[src/common/ccd_pkg.sv]
// ccd_pkg: constants for the per-channel clock divider configuration block
// assumes a plain register port with 8-bit word addresses and 16-bit data
package ccd_pkg;

    localparam int unsigned CCD_ADDR_W    = 8;
    localparam int unsigned CCD_DATA_W    = 16;
    localparam int unsigned CCD_NUM_CH    = 3;
    localparam int unsigned CCD_DIV_W     = 10;
    localparam int unsigned CCD_SEL_W     = 2;

    // register offsets (word addresses)
    localparam logic [7:0]  CCD_CH1_CLK_OFS = 8'h15;
    localparam logic [7:0]  CCD_CH2_CLK_OFS = 8'h16;
    localparam logic [7:0]  CCD_CH3_CLK_OFS = 8'h17;

    // field positions
    localparam int unsigned CCD_RSVH_MSB  = 15;
    localparam int unsigned CCD_RSVH_LSB  = 14;
    localparam int unsigned CCD_SEL_MSB   = 13;
    localparam int unsigned CCD_SEL_LSB   = 12;
    localparam int unsigned CCD_RSVL_MSB  = 11;
    localparam int unsigned CCD_RSVL_LSB  = 10;
    localparam int unsigned CCD_DIV_MSB   = 9;
    localparam int unsigned CCD_DIV_LSB   = 0;

    // reset value of each divider register
    localparam logic [15:0] CCD_CLK_RST   = 16'h0000;

    // sensor frequency select encodings
    typedef enum logic [1:0] {
        CCD_SEL_OFF  = 2'b00,
        CCD_SEL_DIV1 = 2'b01,
        CCD_SEL_DIV2 = 2'b10,
        CCD_SEL_RSV  = 2'b11
    } ccd_sel_t;

    localparam logic [9:0]  CCD_DIV_ZERO  = 10'h000;
    localparam logic [9:0]  CCD_DIV_ONE   = 10'h001;
    localparam logic [15:0] CCD_RD_UNMAP  = 16'h0000;

endpackage

[src/rtl/ccd_ref_div.sv]
// ccd_ref_div: divides the master clock by a programmable 10-bit value
// assumes div_i is held stable; a change is compared against the running count at once, without a restart
`timescale 1ns/1ps
module ccd_ref_div
    import ccd_pkg::*;
(
    // clock and reset
    input  wire logic                 clk_i,
    input  wire logic                 nrst_i,
    // divider setting
    input  wire logic [CCD_DIV_W-1:0] div_i,
    // reference clock out
    output logic                      ref_clk_o,
    output logic                      ref_tick_o,
    output logic                      ref_valid_o
);

    logic [CCD_DIV_W-1:0] cnt_r;
    logic [CCD_DIV_W-1:0] cnt_nxt;
    logic                 clk_r;
    logic                 clk_nxt;
    logic                 tick_r;
    logic                 tick_nxt;
    logic                 valid_r;
    logic                 valid_nxt;

    always_comb begin
        cnt_nxt   = cnt_r;
        clk_nxt   = clk_r;
        tick_nxt  = 1'b0;
        valid_nxt = (div_i != CCD_DIV_ZERO);
        if (div_i == CCD_DIV_ZERO) begin
            // reserved code: hold the clock low rather than run undefined
            cnt_nxt = CCD_DIV_ZERO;
            clk_nxt = 1'b0;
        end else if (div_i == CCD_DIV_ONE) begin
            // divide by one: tick every cycle, level mirrors the enable
            cnt_nxt  = CCD_DIV_ZERO;
            clk_nxt  = 1'b1;
            tick_nxt = 1'b1;
        end else if (cnt_r >= div_i - CCD_DIV_ONE) begin
            cnt_nxt  = CCD_DIV_ZERO;
            clk_nxt  = 1'b1;
            tick_nxt = 1'b1;
        end else begin
            cnt_nxt = cnt_r + CCD_DIV_ONE;
            // high for the first half of the period, rounded down
            clk_nxt = ((cnt_r + CCD_DIV_ONE) < (div_i >> 1));
        end
    end

    always_ff @(posedge clk_i or negedge nrst_i) begin
        if (!nrst_i) begin
            cnt_r   <= '0;
            clk_r   <= 1'b0;
            tick_r  <= 1'b0;
            valid_r <= 1'b0;
        end else begin
            cnt_r   <= cnt_nxt;
            clk_r   <= clk_nxt;
            tick_r  <= tick_nxt;
            valid_r <= valid_nxt;
        end
    end

    assign ref_clk_o   = clk_r;
    assign ref_tick_o  = tick_r;
    assign ref_valid_o = valid_r;

endmodule // ccd_ref_div

[src/rtl/ccd_clock_cfg.sv]
// ccd_clock_cfg: clock divider configuration registers for channels 1..3
// assumes a one-clock register port, read data valid in the cycle after the strobe
//
// How it works
// - select 01 divides sensor frequency by one
// - select 10 divides sensor frequency by two
// - reference clock is master clock over divider
// - one divider register per channel, 0x15-0x17
`timescale 1ns/1ps
module ccd_clock_cfg
    import ccd_pkg::*;
(
    // clock and reset
    input  wire logic                  clk_i,
    input  wire logic                  nrst_i,
    // register port
    input  wire logic [CCD_ADDR_W-1:0] addr_i,
    input  wire logic [CCD_DATA_W-1:0] wdata_i,
    input  wire logic                  wr_i,
    input  wire logic                  rd_i,
    output logic      [CCD_DATA_W-1:0] rdata_o,
    // channel 1
    output logic                       ch1_reference_clock_o,
    output logic                       ch1_ref_tick_o,
    output logic                       ch1_ref_valid_o,
    output logic      [CCD_SEL_W-1:0]  ch1_sensor_freq_select_o,
    output logic                       ch1_sensor_div2_o,
    output logic                       ch1_sensor_sel_valid_o,
    // channel 2
    output logic                       ch2_reference_clock_o,
    output logic                       ch2_ref_tick_o,
    output logic                       ch2_ref_valid_o,
    output logic      [CCD_SEL_W-1:0]  ch2_sensor_freq_select_o,
    output logic                       ch2_sensor_div2_o,
    output logic                       ch2_sensor_sel_valid_o,
    // channel 3
    output logic                       ch3_reference_clock_o,
    output logic                       ch3_ref_tick_o,
    output logic                       ch3_ref_valid_o,
    output logic      [CCD_SEL_W-1:0]  ch3_sensor_freq_select_o,
    output logic                       ch3_sensor_div2_o,
    output logic                       ch3_sensor_sel_valid_o
);

    // returns the channel index hit by an address, or CCD_NUM_CH on a miss
    function automatic logic [1:0] ch_index(input logic [CCD_ADDR_W-1:0] a);
        logic [1:0] idx;
        idx = 2'h3;
        unique case (a)
            CCD_CH1_CLK_OFS: idx = 2'h0;
            CCD_CH2_CLK_OFS: idx = 2'h1;
            CCD_CH3_CLK_OFS: idx = 2'h2;
            default:         idx = 2'h3;
        endcase
        return idx;
    endfunction

    // code returned by ch_index when no divider register is addressed
    localparam logic [1:0] CH_MISS = 2'h3;

    // reference divider field of a stored word
    function automatic logic [CCD_DIV_W-1:0] div_field(input logic [CCD_DATA_W-1:0] w);
        return w[CCD_DIV_MSB:CCD_DIV_LSB];
    endfunction

    // sensor frequency select field of a stored word
    function automatic logic [CCD_SEL_W-1:0] sel_field(input logic [CCD_DATA_W-1:0] w);
        return w[CCD_SEL_MSB:CCD_SEL_LSB];
    endfunction

    // sensor divide decode: 01 is one, 10 is two, 00 and 11 are not valid
    function automatic logic sel_div2(input logic [CCD_SEL_W-1:0] s);
        return (s == CCD_SEL_DIV2);
    endfunction

    function automatic logic sel_ok(input logic [CCD_SEL_W-1:0] s);
        return (s == CCD_SEL_DIV1) || (s == CCD_SEL_DIV2);
    endfunction

    // read mux: a miss reads as the unmapped value, never as a stale word
    function automatic logic [CCD_DATA_W-1:0] rd_word(
        input logic [1:0]            idx,
        input logic [CCD_DATA_W-1:0] w0,
        input logic [CCD_DATA_W-1:0] w1,
        input logic [CCD_DATA_W-1:0] w2
    );
        logic [CCD_DATA_W-1:0] res;
        res = CCD_RD_UNMAP;
        unique case (idx)
            2'h0:    res = w0;
            2'h1:    res = w1;
            2'h2:    res = w2;
            default: res = CCD_RD_UNMAP;
        endcase
        return res;
    endfunction

    logic [CCD_DATA_W-1:0] cfg_r   [CCD_NUM_CH];
    logic [CCD_DATA_W-1:0] cfg_nxt [CCD_NUM_CH];
    logic [CCD_DATA_W-1:0] rdata_r;
    logic [CCD_DATA_W-1:0] rdata_nxt;
    logic [1:0]            widx;
    logic [1:0]            ridx;

    // decoded sensor divide flags, registered beside the words they come from
    logic                  div2_r   [CCD_NUM_CH];
    logic                  div2_nxt [CCD_NUM_CH];
    logic                  selv_r   [CCD_NUM_CH];
    logic                  selv_nxt [CCD_NUM_CH];

    logic [CCD_DIV_W-1:0]  div_w   [CCD_NUM_CH];
    logic [CCD_SEL_W-1:0]  sel_w   [CCD_NUM_CH];
    logic                  rclk_w  [CCD_NUM_CH];
    logic                  rtick_w [CCD_NUM_CH];
    logic                  rval_w  [CCD_NUM_CH];

    // one decode serves both strobes; they never come together
    assign widx = ch_index(addr_i);
    assign ridx = ch_index(addr_i);

    // reserved bits are stored as written so the host reads back its own value
    always_comb begin
        for (int i = 0; i < CCD_NUM_CH; i++) begin
            cfg_nxt[i] = cfg_r[i];
        end
        if (wr_i && (widx != CH_MISS)) begin
            cfg_nxt[widx] = wdata_i;
        end
    end

    // read data hold between reads; the host takes them in the cycle after its strobe
    always_comb begin
        rdata_nxt = rdata_r;
        if (rd_i) begin
            rdata_nxt = rd_word(ridx, cfg_r[0], cfg_r[1], cfg_r[2]);
        end
    end

    // configuration words; reserved pairs are kept exactly as written
    always_ff @(posedge clk_i or negedge nrst_i) begin
        if (!nrst_i) begin
            for (int i = 0; i < CCD_NUM_CH; i++) begin
                cfg_r[i] <= CCD_CLK_RST;
            end
        end else begin
            for (int i = 0; i < CCD_NUM_CH; i++) begin
                cfg_r[i] <= cfg_nxt[i];
            end
        end
    end

    always_ff @(posedge clk_i or negedge nrst_i) begin
        if (!nrst_i) begin
            rdata_r <= CCD_RD_UNMAP;
        end else begin
            rdata_r <= rdata_nxt;
        end
    end

    // flags follow the next word so they change on the same edge as the field
    always_comb begin
        for (int i = 0; i < CCD_NUM_CH; i++) begin
            div2_nxt[i] = sel_div2(sel_field(cfg_nxt[i]));
            selv_nxt[i] = sel_ok(sel_field(cfg_nxt[i]));
        end
    end

    always_ff @(posedge clk_i or negedge nrst_i) begin
        if (!nrst_i) begin
            for (int i = 0; i < CCD_NUM_CH; i++) begin
                div2_r[i] <= 1'b0;
                selv_r[i] <= 1'b0;
            end
        end else begin
            for (int i = 0; i < CCD_NUM_CH; i++) begin
                div2_r[i] <= div2_nxt[i];
                selv_r[i] <= selv_nxt[i];
            end
        end
    end

    assign rdata_o = rdata_r;

    // per-channel field split and reference divider
    for (genvar g = 0; g < CCD_NUM_CH; g++) begin : g_ch
        assign div_w[g] = div_field(cfg_r[g]);
        assign sel_w[g] = sel_field(cfg_r[g]);

        // divider zero holds the clock still; the host must avoid it
        ccd_ref_div u_ref_div (
            .clk_i       (clk_i),
            .nrst_i      (nrst_i),
            .div_i       (div_w[g]),
            .ref_clk_o   (rclk_w[g]),
            .ref_tick_o  (rtick_w[g]),
            .ref_valid_o (rval_w[g])
        );
    end

    // channel 1
    assign ch1_reference_clock_o    = rclk_w[0];
    assign ch1_ref_tick_o           = rtick_w[0];
    assign ch1_ref_valid_o          = rval_w[0];
    assign ch1_sensor_freq_select_o = sel_w[0];
    assign ch1_sensor_div2_o        = div2_r[0];
    assign ch1_sensor_sel_valid_o   = selv_r[0];

    // channel 2
    assign ch2_reference_clock_o    = rclk_w[1];
    assign ch2_ref_tick_o           = rtick_w[1];
    assign ch2_ref_valid_o          = rval_w[1];
    assign ch2_sensor_freq_select_o = sel_w[1];
    assign ch2_sensor_div2_o        = div2_r[1];
    assign ch2_sensor_sel_valid_o   = selv_r[1];

    // channel 3
    assign ch3_reference_clock_o    = rclk_w[2];
    assign ch3_ref_tick_o           = rtick_w[2];
    assign ch3_ref_valid_o          = rval_w[2];
    assign ch3_sensor_freq_select_o = sel_w[2];
    assign ch3_sensor_div2_o        = div2_r[2];
    assign ch3_sensor_sel_valid_o   = selv_r[2];

endmodule // ccd_clock_cfg

[config.mk]
export PLATFORM = sky130hd
export DESIGN_NAME = ccd_clock_cfg
export DESIGN_NICKNAME = d
export VERILOG_FILES = /design/src/common/ccd_pkg.sv /design/src/rtl/ccd_ref_div.sv /design/src/rtl/ccd_clock_cfg.sv
export SDC_FILE = /design/constraint.sdc
export NUM_CORES = 1
export LEC_CHECK = 0
export BUFFER_PORTS_ARGS = -buffer_cell sky130_fd_sc_hd__buf_4
export CORE_UTILIZATION = 60
export DETAILED_ROUTE_END_ITERATION = 16
export HOLD_SLACK_MARGIN = 0.12
export PLACE_DENSITY = 0.81
export SLEW_MARGIN = 20
export SYNTH_ARGS = -nofsm -noshare
export SYNTH_HDL_FRONTEND = slang
export SYNTH_SLANG_ARGS = --single-unit
[constraint.sdc]
create_clock -name clk_i -period 4.73 [get_ports clk_i]
set_input_delay 0.2365 -clock clk_i [delete_from_list [all_inputs] [get_ports clk_i]]
set_output_delay 0.2365 -clock clk_i [all_outputs]
set_load 0.05 [all_outputs]
==> impl_metrics.toml, run 1 <==
[timing]
period_minus_slack_ps = 3028
skew_ps = 18.36
setup_viol = 0
rsz0062_at_grt = "false"
timing.fmax_ghz = 0.3302
hold_violations = 0
fin_setup_tns_ps = 0
relSlewSlack = 0.3529
drv_slew = 0
tightest_slew_ps = 970.7
hold_slack_ps = 201.6
post-route-period-util = 0.6402

[clock_tree]
numCtsBuffers = 9
cts_setup_buffers = 0
clk_pin_slew_ps = 110
clock_latency_ps = 380
clock_path_buffers = 2
clock-sinks = 109
cts_max_level = 3
cts_tree = "done"
root_buffer = "clkbuf_8"

[cells_and_area]
final_layout_size_suffix_gt1_frac = 0.2071
num_antenna_cells = 0
num-nets-final = 798
areaGrowthSynthToFinish_pct = 13.91
final_core_util = 0.7094
instances_no_fill = 841

[critical_path]
worstSetupPathType = "flip-flop to flip-flop"
worstPathArrival_ps = 3330
cp.required_ps = 5040
cp-end-kind = "flip-flop"
cp_max_fo = 9
startpoint_type = "flip-flop"

[synthesis]
synth_area_per_cell_um2 = 10.31
mappedNetlistArea_mm2 = 0.006487
synth_enable_flop_cells = 0
synth_warnings = 0
ys_ff_latch = 109
synth-async-reset-ratio = 1.000
syn-instance-count = 629
syn_nets = 726
synth_ff_type = "dfrtp_1"
ys_types = 50
synth-seq-area-share = 0.4204

[global_route]
first_global_vias = 5123
grtUsageTotal = 0.2959
grt_pass1_wl_um = 25600
antenna_found_initial = 0
grt_start_max_net_pins = 78
grt-ovfl-total = 0

[pwr]
vdd_drop_max_mv = 0.2702
power.density_mw_per_mm2 = 291.4
total_leakage_power_nw = 3.722

[placement]
place_hpwl_um = 11180
dp.cells = 809
gp_congestion = 0.9642
portBuffers = 64

[routing]
dr.first_iter.drc_count = 394
first_pass_iters = 5
wl_per_cell_um = 18.50
drcViolationCount = 0
viasPerCell = 5.966
antenna_left = 0
drt-total-wl_um = 15560
num_vias = 5017

[floorplan]
core_area_mm2 = 0.01042
die-area_mm2 = 0.01123
start_util = 0.6228
die_w_um = 106.0
rows = 37
die_y_um = 106.0
ioPinCount = 65

[hold_path]
hold_path.class = "input pin to flip-flop"

[flow_run]
max_cap_violations = 0

[status]
status = "completed"
## worst max-delay path, cell delays in order (launching register included)
cell and delay, ps:
dfrtp_1 430, or2_2 350, nor4_1 320, nand3_1 170, xnor2_1 160, ha_1 290
a21o_1 160, a21o_1 170, a221o_2 360, a211o_4 390, nor2b_2 140
## stage by stage
| step | power (mW) | worst slack [ps] | instance area (um^2) |
|---|---|---|---|
| 2_1_floorplan | 1.429 | 1935 | 6487 |
| 4_1_cts | 2.156 | 1721 | 7390 |
| 5_1_grt | 2.257 | 1510 | 7390 |
| 3_5_place_dp | 1.609 | 1756 | 7041 |
| 3_3_place_gp | 1.581 | 1841 | 7041 |
| 6_report | 2.154 | 1702 | 7390 |
## path summary, 6_finish.rpt
check                                 startpoint                                       to  slack (ps)  cells past startpoint
min in group asynchronous                 nrst_i  g_ch[2].u_ref_div.ref_valid_o$_DFF_PN0_         560                      2
max in group asynchronous                 nrst_i     g_ch[0].u_ref_div.cnt_r[5]$_DFF_PN0_        3190                      3
hold reg to reg            cfg_r[46]$_DFFE_PN0P_                    cfg_r[46]$_DFFE_PN0P_         510                      1
setup reg to reg           cfg_r[35]$_DFFE_PN0P_     g_ch[0].u_ref_div.cnt_r[4]$_DFF_PN0_        1700                     10
hold / removal                              rd_i                  rdata_o[14]$_DFFE_PN0P_         200                      2
setup / recovery           cfg_r[35]$_DFFE_PN0P_     g_ch[0].u_ref_div.cnt_r[4]$_DFF_PN0_        1700                     10
## synthesized netlist by cell type, types with 5 or more instances
master | count | area, um^2
o22ai_1 | 16 | 100.1
xor2_1 | 6 | 52.55
and4_1 | 5 | 43.79
nor2b_2 | 7 | 61.31
o21ai_0 | 28 | 140.1
nor2b_1 | 18 | 112.6
mux2_2 | 42 | 473.0
nand2b_1 | 6 | 37.54
nor2_1 | 18 | 67.56
a22oi_1 | 16 | 120.1
ha_1 | 69 | 863.3
nand3_1 | 26 | 130.1
buf_4 | 6 | 45.04
a21oi_1 | 18 | 90.09
dfrtp_1 | 109 | 2728
o21a_1 | 5 | 37.54
nor4_1 | 7 | 43.79
nand2_1 | 38 | 142.6
and3_1 | 5 | 31.28
a21o_1 | 8 | 60.06
nor3_1 | 10 | 50.05
xnor2_1 | 42 | 367.9
inv_1 | 67 | 251.5
clkbuf_1 | 12 | 45.04
nand4_1 | 8 | 50.05
## area by class of cell
class	count	area [um^2]
Multi-Input combinational cell	430	3388
Sequential cell	109	2728
Inverter	67	251.5
Fill cell	749	3027
Clock inverter	5	41.29
Clock buffer	10	137.6
Timing Repair Buffer	84	673.1
Tap cell	136	170.2
## timing repair
| item | 4_1_cts | 5_1_grt |
|---|---|---|
| endpoints found under the hold margin | 117 | 0 |
| hold buffers | 17 | 0 |
| resized for setup | 0 | 0 |
## sequential cells by signal, indices dropped and copies added, names as in the netlist
name	flops
ch2_sensor_sel_valid_o	1
cfg_r	42
ch1_sensor_sel_valid_o	1
g_ch.u_ref_div.ref_clk_o	3
ch1_sensor_div2_o	1
g_ch.u_ref_div.cnt_r	30
g_ch.u_ref_div.ref_tick_o	3
ch2_sensor_div2_o	1
g_ch.u_ref_div.ref_valid_o	3
ch1_sensor_freq_select_o	2
ch3_sensor_sel_valid_o	1
ch2_sensor_freq_select_o	2
ch3_sensor_freq_select_o	2
rdata_o	16
ch3_sensor_div2_o	1
## logic make-up after synthesis
group,share of synthesized area
buf+inv,0.05728
compound gates,0.1040
fa+ha+maj,0.1331
xor+xnor,0.06480
flops,0.4204
mux,0.07753
simple gates,0.1429
## cells in the final DEF (no fill, tap or decap), types with 16 or more instances in the layout
| cell | Yosys | routed |
|---|---|---|
| a22oi_1 | 16 | 16 |
| buf_4 | 6 | 67 |
| xnor2_1 | 42 | 42 |
| inv_1 | 67 | 67 |
| nor2b_1 | 18 | 18 |
| dlygate4sd3_1 | 0 | 17 |
| o21ai_0 | 28 | 28 |
| ha_1 | 69 | 69 |
| a21oi_1 | 18 | 18 |
| o22ai_1 | 16 | 16 |
| nand3_1 | 26 | 26 |
| dfrtp_1 | 109 | 109 |
| nand2_1 | 38 | 38 |
| nor2_1 | 18 | 18 |
| mux2_2 | 42 | 42 |
## where the power goes
group | internal, mW | total (mW) | switching, mW
combinational | 0.232 | 0.560 | 0.328
clock | 0.211 | 0.544 | 0.333
sequential | 0.985 | 1.05 | 0.0653
total | 1.43 | 2.15 | 0.726
## metal layers
layer	vias up	track usage	wire length, um
met1	2470	0.3809	6542
met4	0	0.1200	413
met3	42	0.06499	954
met5	-	0	0
li1	2319	-	-
met2	186	0.4855	7650
No activity file was read; power rests on OpenSTA's default activity.
==> run 2, diff against run 1 <==
--- a/config.mk
+++ b/config.mk
@@ -5,6 +5,7 @@
 export SDC_FILE = /design/constraint.sdc
 export NUM_CORES = 1
 export LEC_CHECK = 0
+export ABC_AREA = 1
 export BUFFER_PORTS_ARGS = -buffer_cell sky130_fd_sc_hd__buf_4
 export CORE_UTILIZATION = 60
 export DETAILED_ROUTE_END_ITERATION = 16
==> constraint.sdc (replaced) <==
create_clock -name clk_i -period 3.12 [get_ports clk_i]
set_input_delay 0.156 -clock clk_i [delete_from_list [all_inputs] [get_ports clk_i]]
set_output_delay 0.156 -clock clk_i [all_outputs]
set_load 0.05 [all_outputs]
==> run 2 against run 1 <==
Compared with the run above:
- cell count is 32% higher
- first-iteration DRC count shrank 0.25%
- via count is 16% higher
- clock skew decreased by 11 ps
- critical endpoint is now g_ch[1].u_ref_div.cnt_r[8]$_DFF_PN0_
- largest power group unchanged
==> impl_metrics.toml, run 2 <==
[synthesis]
synth-seq-area-share = 0.3985
synth-async-reset-ratio = 1.000
mappedNetlistArea_mm2 = 0.006844
synth_area_leader_cell = "dfrtp_1"
synth_area_per_cell_um2 = 7.673
synth_enable_flop_cells = 0
synth_warnings = 0
synth_ff_type = "dfrtp_1"
yosysTopAreaCellShare = 0.3985
ys_ff_latch = 109
yosys-top-cells-count = "nand2_1, inv_1, dfrtp_1"
syn-instance-count = 892
syn_nets = 989
yosysMostFrequentCell = "nand2_1"
yosys-top-cells-area = "dfrtp_1, nand2_1, ha_1"
ys_types = 27

[pwr]
power.density_mw_per_mm2 = 459.2
total_leakage_power_nw = 4.475
p_total_mw = 3.626
vdd_drop_max_mv = 0.5116

[global_route]
antenna_found_initial = 0
grt_start_max_net_pins = 68
first_global_vias = 5469
grt-ovfl-total = 0
grt_pass1_wl_um = 25860
grtUsageTotal = 0.2850

[timing]
period_minus_slack_ps = 2678
relSlewSlack = 0.4226
tightest_slew_ps = 866.2
skew_ps = 7.672
hold_violations = 0
drv_slew = 0
setup_viol = 0
timing.fmax_ghz = 0.3735
rsz0062_at_grt = "false"
fin_setup_tns_ps = 0
post-route-period-util = 0.8582

[critical_path]
slowest_delay_ps = 410
worstSetupPathType = "flip-flop to flip-flop"
worstPathArrival_ps = 2960
reg2reg_slack_ps = 440
cpMostUsedCell = "nand3_1"
cp.required_ps = 3400
startpoint_type = "flip-flop"
r2r_end = "g_ch[1].u_ref_div.cnt_r[8]$_DFF_PN0_"
critPathSlowestCell = "dfrtp_1"
r2r_cells = 14
cp_cell_sequence = "inv_1, nand3_1, nor3_1, nand3_1, xor2_1, inv_1, ha_1, nand2_1, nor2_1, nand3_1, nand3_1, nor2_1, nand3_1, nor2_1"
cp_max_fo = 10
cp-end-kind = "flip-flop"
r2r-start = "cfg_r[16]$_DFFE_PN0P_"

[routing]
antenna_left = 0
num_vias = 5808
drt-total-wl_um = 15340
dr.first_iter.drc_count = 393
drcViolationCount = 0
first_pass_iters = 5
viasPerCell = 5.228
wl_per_cell_um = 13.80

[floorplan]
start_util = 0.6231
die-area_mm2 = 0.01184
core_area_mm2 = 0.01098
ioPinCount = 65
die_y_um = 108.8
die_w_um = 108.8
rows = 38

[hold_path]
hp-start = "rd_i"
hold_path.class = "input pin to flip-flop"
hold_path_depth = 3
worstHoldEndpoint = "rdata_o[11]$_DFFE_PN0P_"

[clock_tree]
clock_latency_ps = 360
clk_pin_slew_ps = 80
cts_max_level = 3
ctsResizeCount = 0
clock_path_buffers = 2
numCtsBuffers = 9
cts_setup_buffers = 0
clock-sinks = 109
cts_tree = "done"
root_buffer = "clkbuf_16"

[flow_run]
max_cap_violations = 0

[placement]
place_hpwl_um = 11520
gp_congestion = 0.9254
portBuffers = 64

[cells_and_area]
num_antenna_cells = 0
largest_reg_flops = 42
final_layout_size_suffix_gt1_frac = 0.09475
final_common_cell = "nand2_1"
areaGrowthSynthToFinish_pct = 15.37
num-nets-final = 1063
n_fill_cell = 879
top_register = "cfg_r"
mostFrequentLayoutCells = "nand2_1, inv_1, dfrtp_1, nor2_1"

[status]
status = "completed"
## run 2: changes by cell type in the layout (fill, tap and decap cells not counted), moves of 10 or more
cell / before / now
nand2_1: 38 / 240
inv_1: 67 / 152
nor2_1: 18 / 87
mux2_2: 42 / 0
o21ai_1: 0 / 41
xnor2_1: 42 / 4
nand3_1: 26 / 62
xor2_1: 6 / 33
o21ai_0: 28 / 9
nor2b_1: 18 / 0
a22oi_1: 16 / 0
o22ai_1: 16 / 0
clkbuf_8: 10 / 0
## run 2: worst max-delay path, delay by kind of cell, from the launching register on
kind / cells / cell delay (ps)
fa+ha+maj: 1 / 290
buf+inv: 2 / 230
xor+xnor: 1 / 170
flops: 1 / 410
simple gates: 10 / 1490
## run 2: cells by family after synthesis
group           count (synthesis)  share of synthesized area
simple gates                  416                     0.2547
xor+xnor                       37                    0.04735
compound gates                 85                    0.07002
buf+inv                       176                     0.1033
fa+ha+maj                      69                     0.1261
flops                         109                     0.3985
## run 2: report_power, final
group | total, mW | switching [mW] | internal [mW]
clock | 1.20 | 0.562 | 0.639
combinational | 0.856 | 0.554 | 0.302
sequential | 1.57 | 0.0711 | 1.50
## run 2: worst max path at each step
stage / depth (start not counted) / startpoint / slack (ps) / endpoint
floorplan: 14 / cfg_r[16]$_DFFE_PN0P_ / 860 / g_ch[1].u_ref_div.cnt_r[0]$_DFF_PN0_
global placement: 14 / cfg_r[16]$_DFFE_PN0P_ / 650 / g_ch[1].u_ref_div.cnt_r[2]$_DFF_PN0_
detailed placement: 14 / cfg_r[16]$_DFFE_PN0P_ / 480 / g_ch[1].u_ref_div.cnt_r[7]$_DFF_PN0_
CTS: 14 / cfg_r[17]$_DFFE_PN0P_ / 450 / g_ch[1].u_ref_div.cnt_r[7]$_DFF_PN0_
global route: 14 / cfg_r[34]$_DFFE_PN0P_ / 40 / g_ch[0].u_ref_div.cnt_r[3]$_DFF_PN0_
finish: 14 / cfg_r[16]$_DFFE_PN0P_ / 440 / g_ch[1].u_ref_div.cnt_r[8]$_DFF_PN0_
## run 2: area by class of cell
type	instances	area, um^2	share of cell area
multi-input cells	607	3410	0.4318
flip-flops and latches	109	2728	0.3454
repair buffers	87	708.2	0.08968
inverters	152	570.5	0.07225
clock buffers	10	229.0	0.02900
well taps	140	175.2	0.02218
clock inverters	6	76.32	0.009666
## run 2: through the flow
stage                     setup WS (ps)  cell area, um^2  std cells  hold WS [ps]  utilization
final                             442.3             7896       1111         139.7       0.7190
after global routing              35.07             7896       1111         133.6       0.7190
after CTS                         445.5             7896       1111         131.2       0.7190
after detailed placement          476.3             7421       1078         328.5       0.6757
after global placement            650.6             7421       1078         325.2       0.6757
after floorplan                   858.4             6844        892        -139.6            -
## run 2: what timing repair did
item / in CTS / in global routing
hold buffers: 17 / 0
endpoints found under the hold margin: 108 / 0
endpoints found under the setup margin: 0 / 0
## run 2: metal layers
metal,share of wire,track usage
met5,0,0
met4,0.026,0.1303
met3,0.046,0.05081
met2,0.48,0.4571
met1,0.45,0.3761
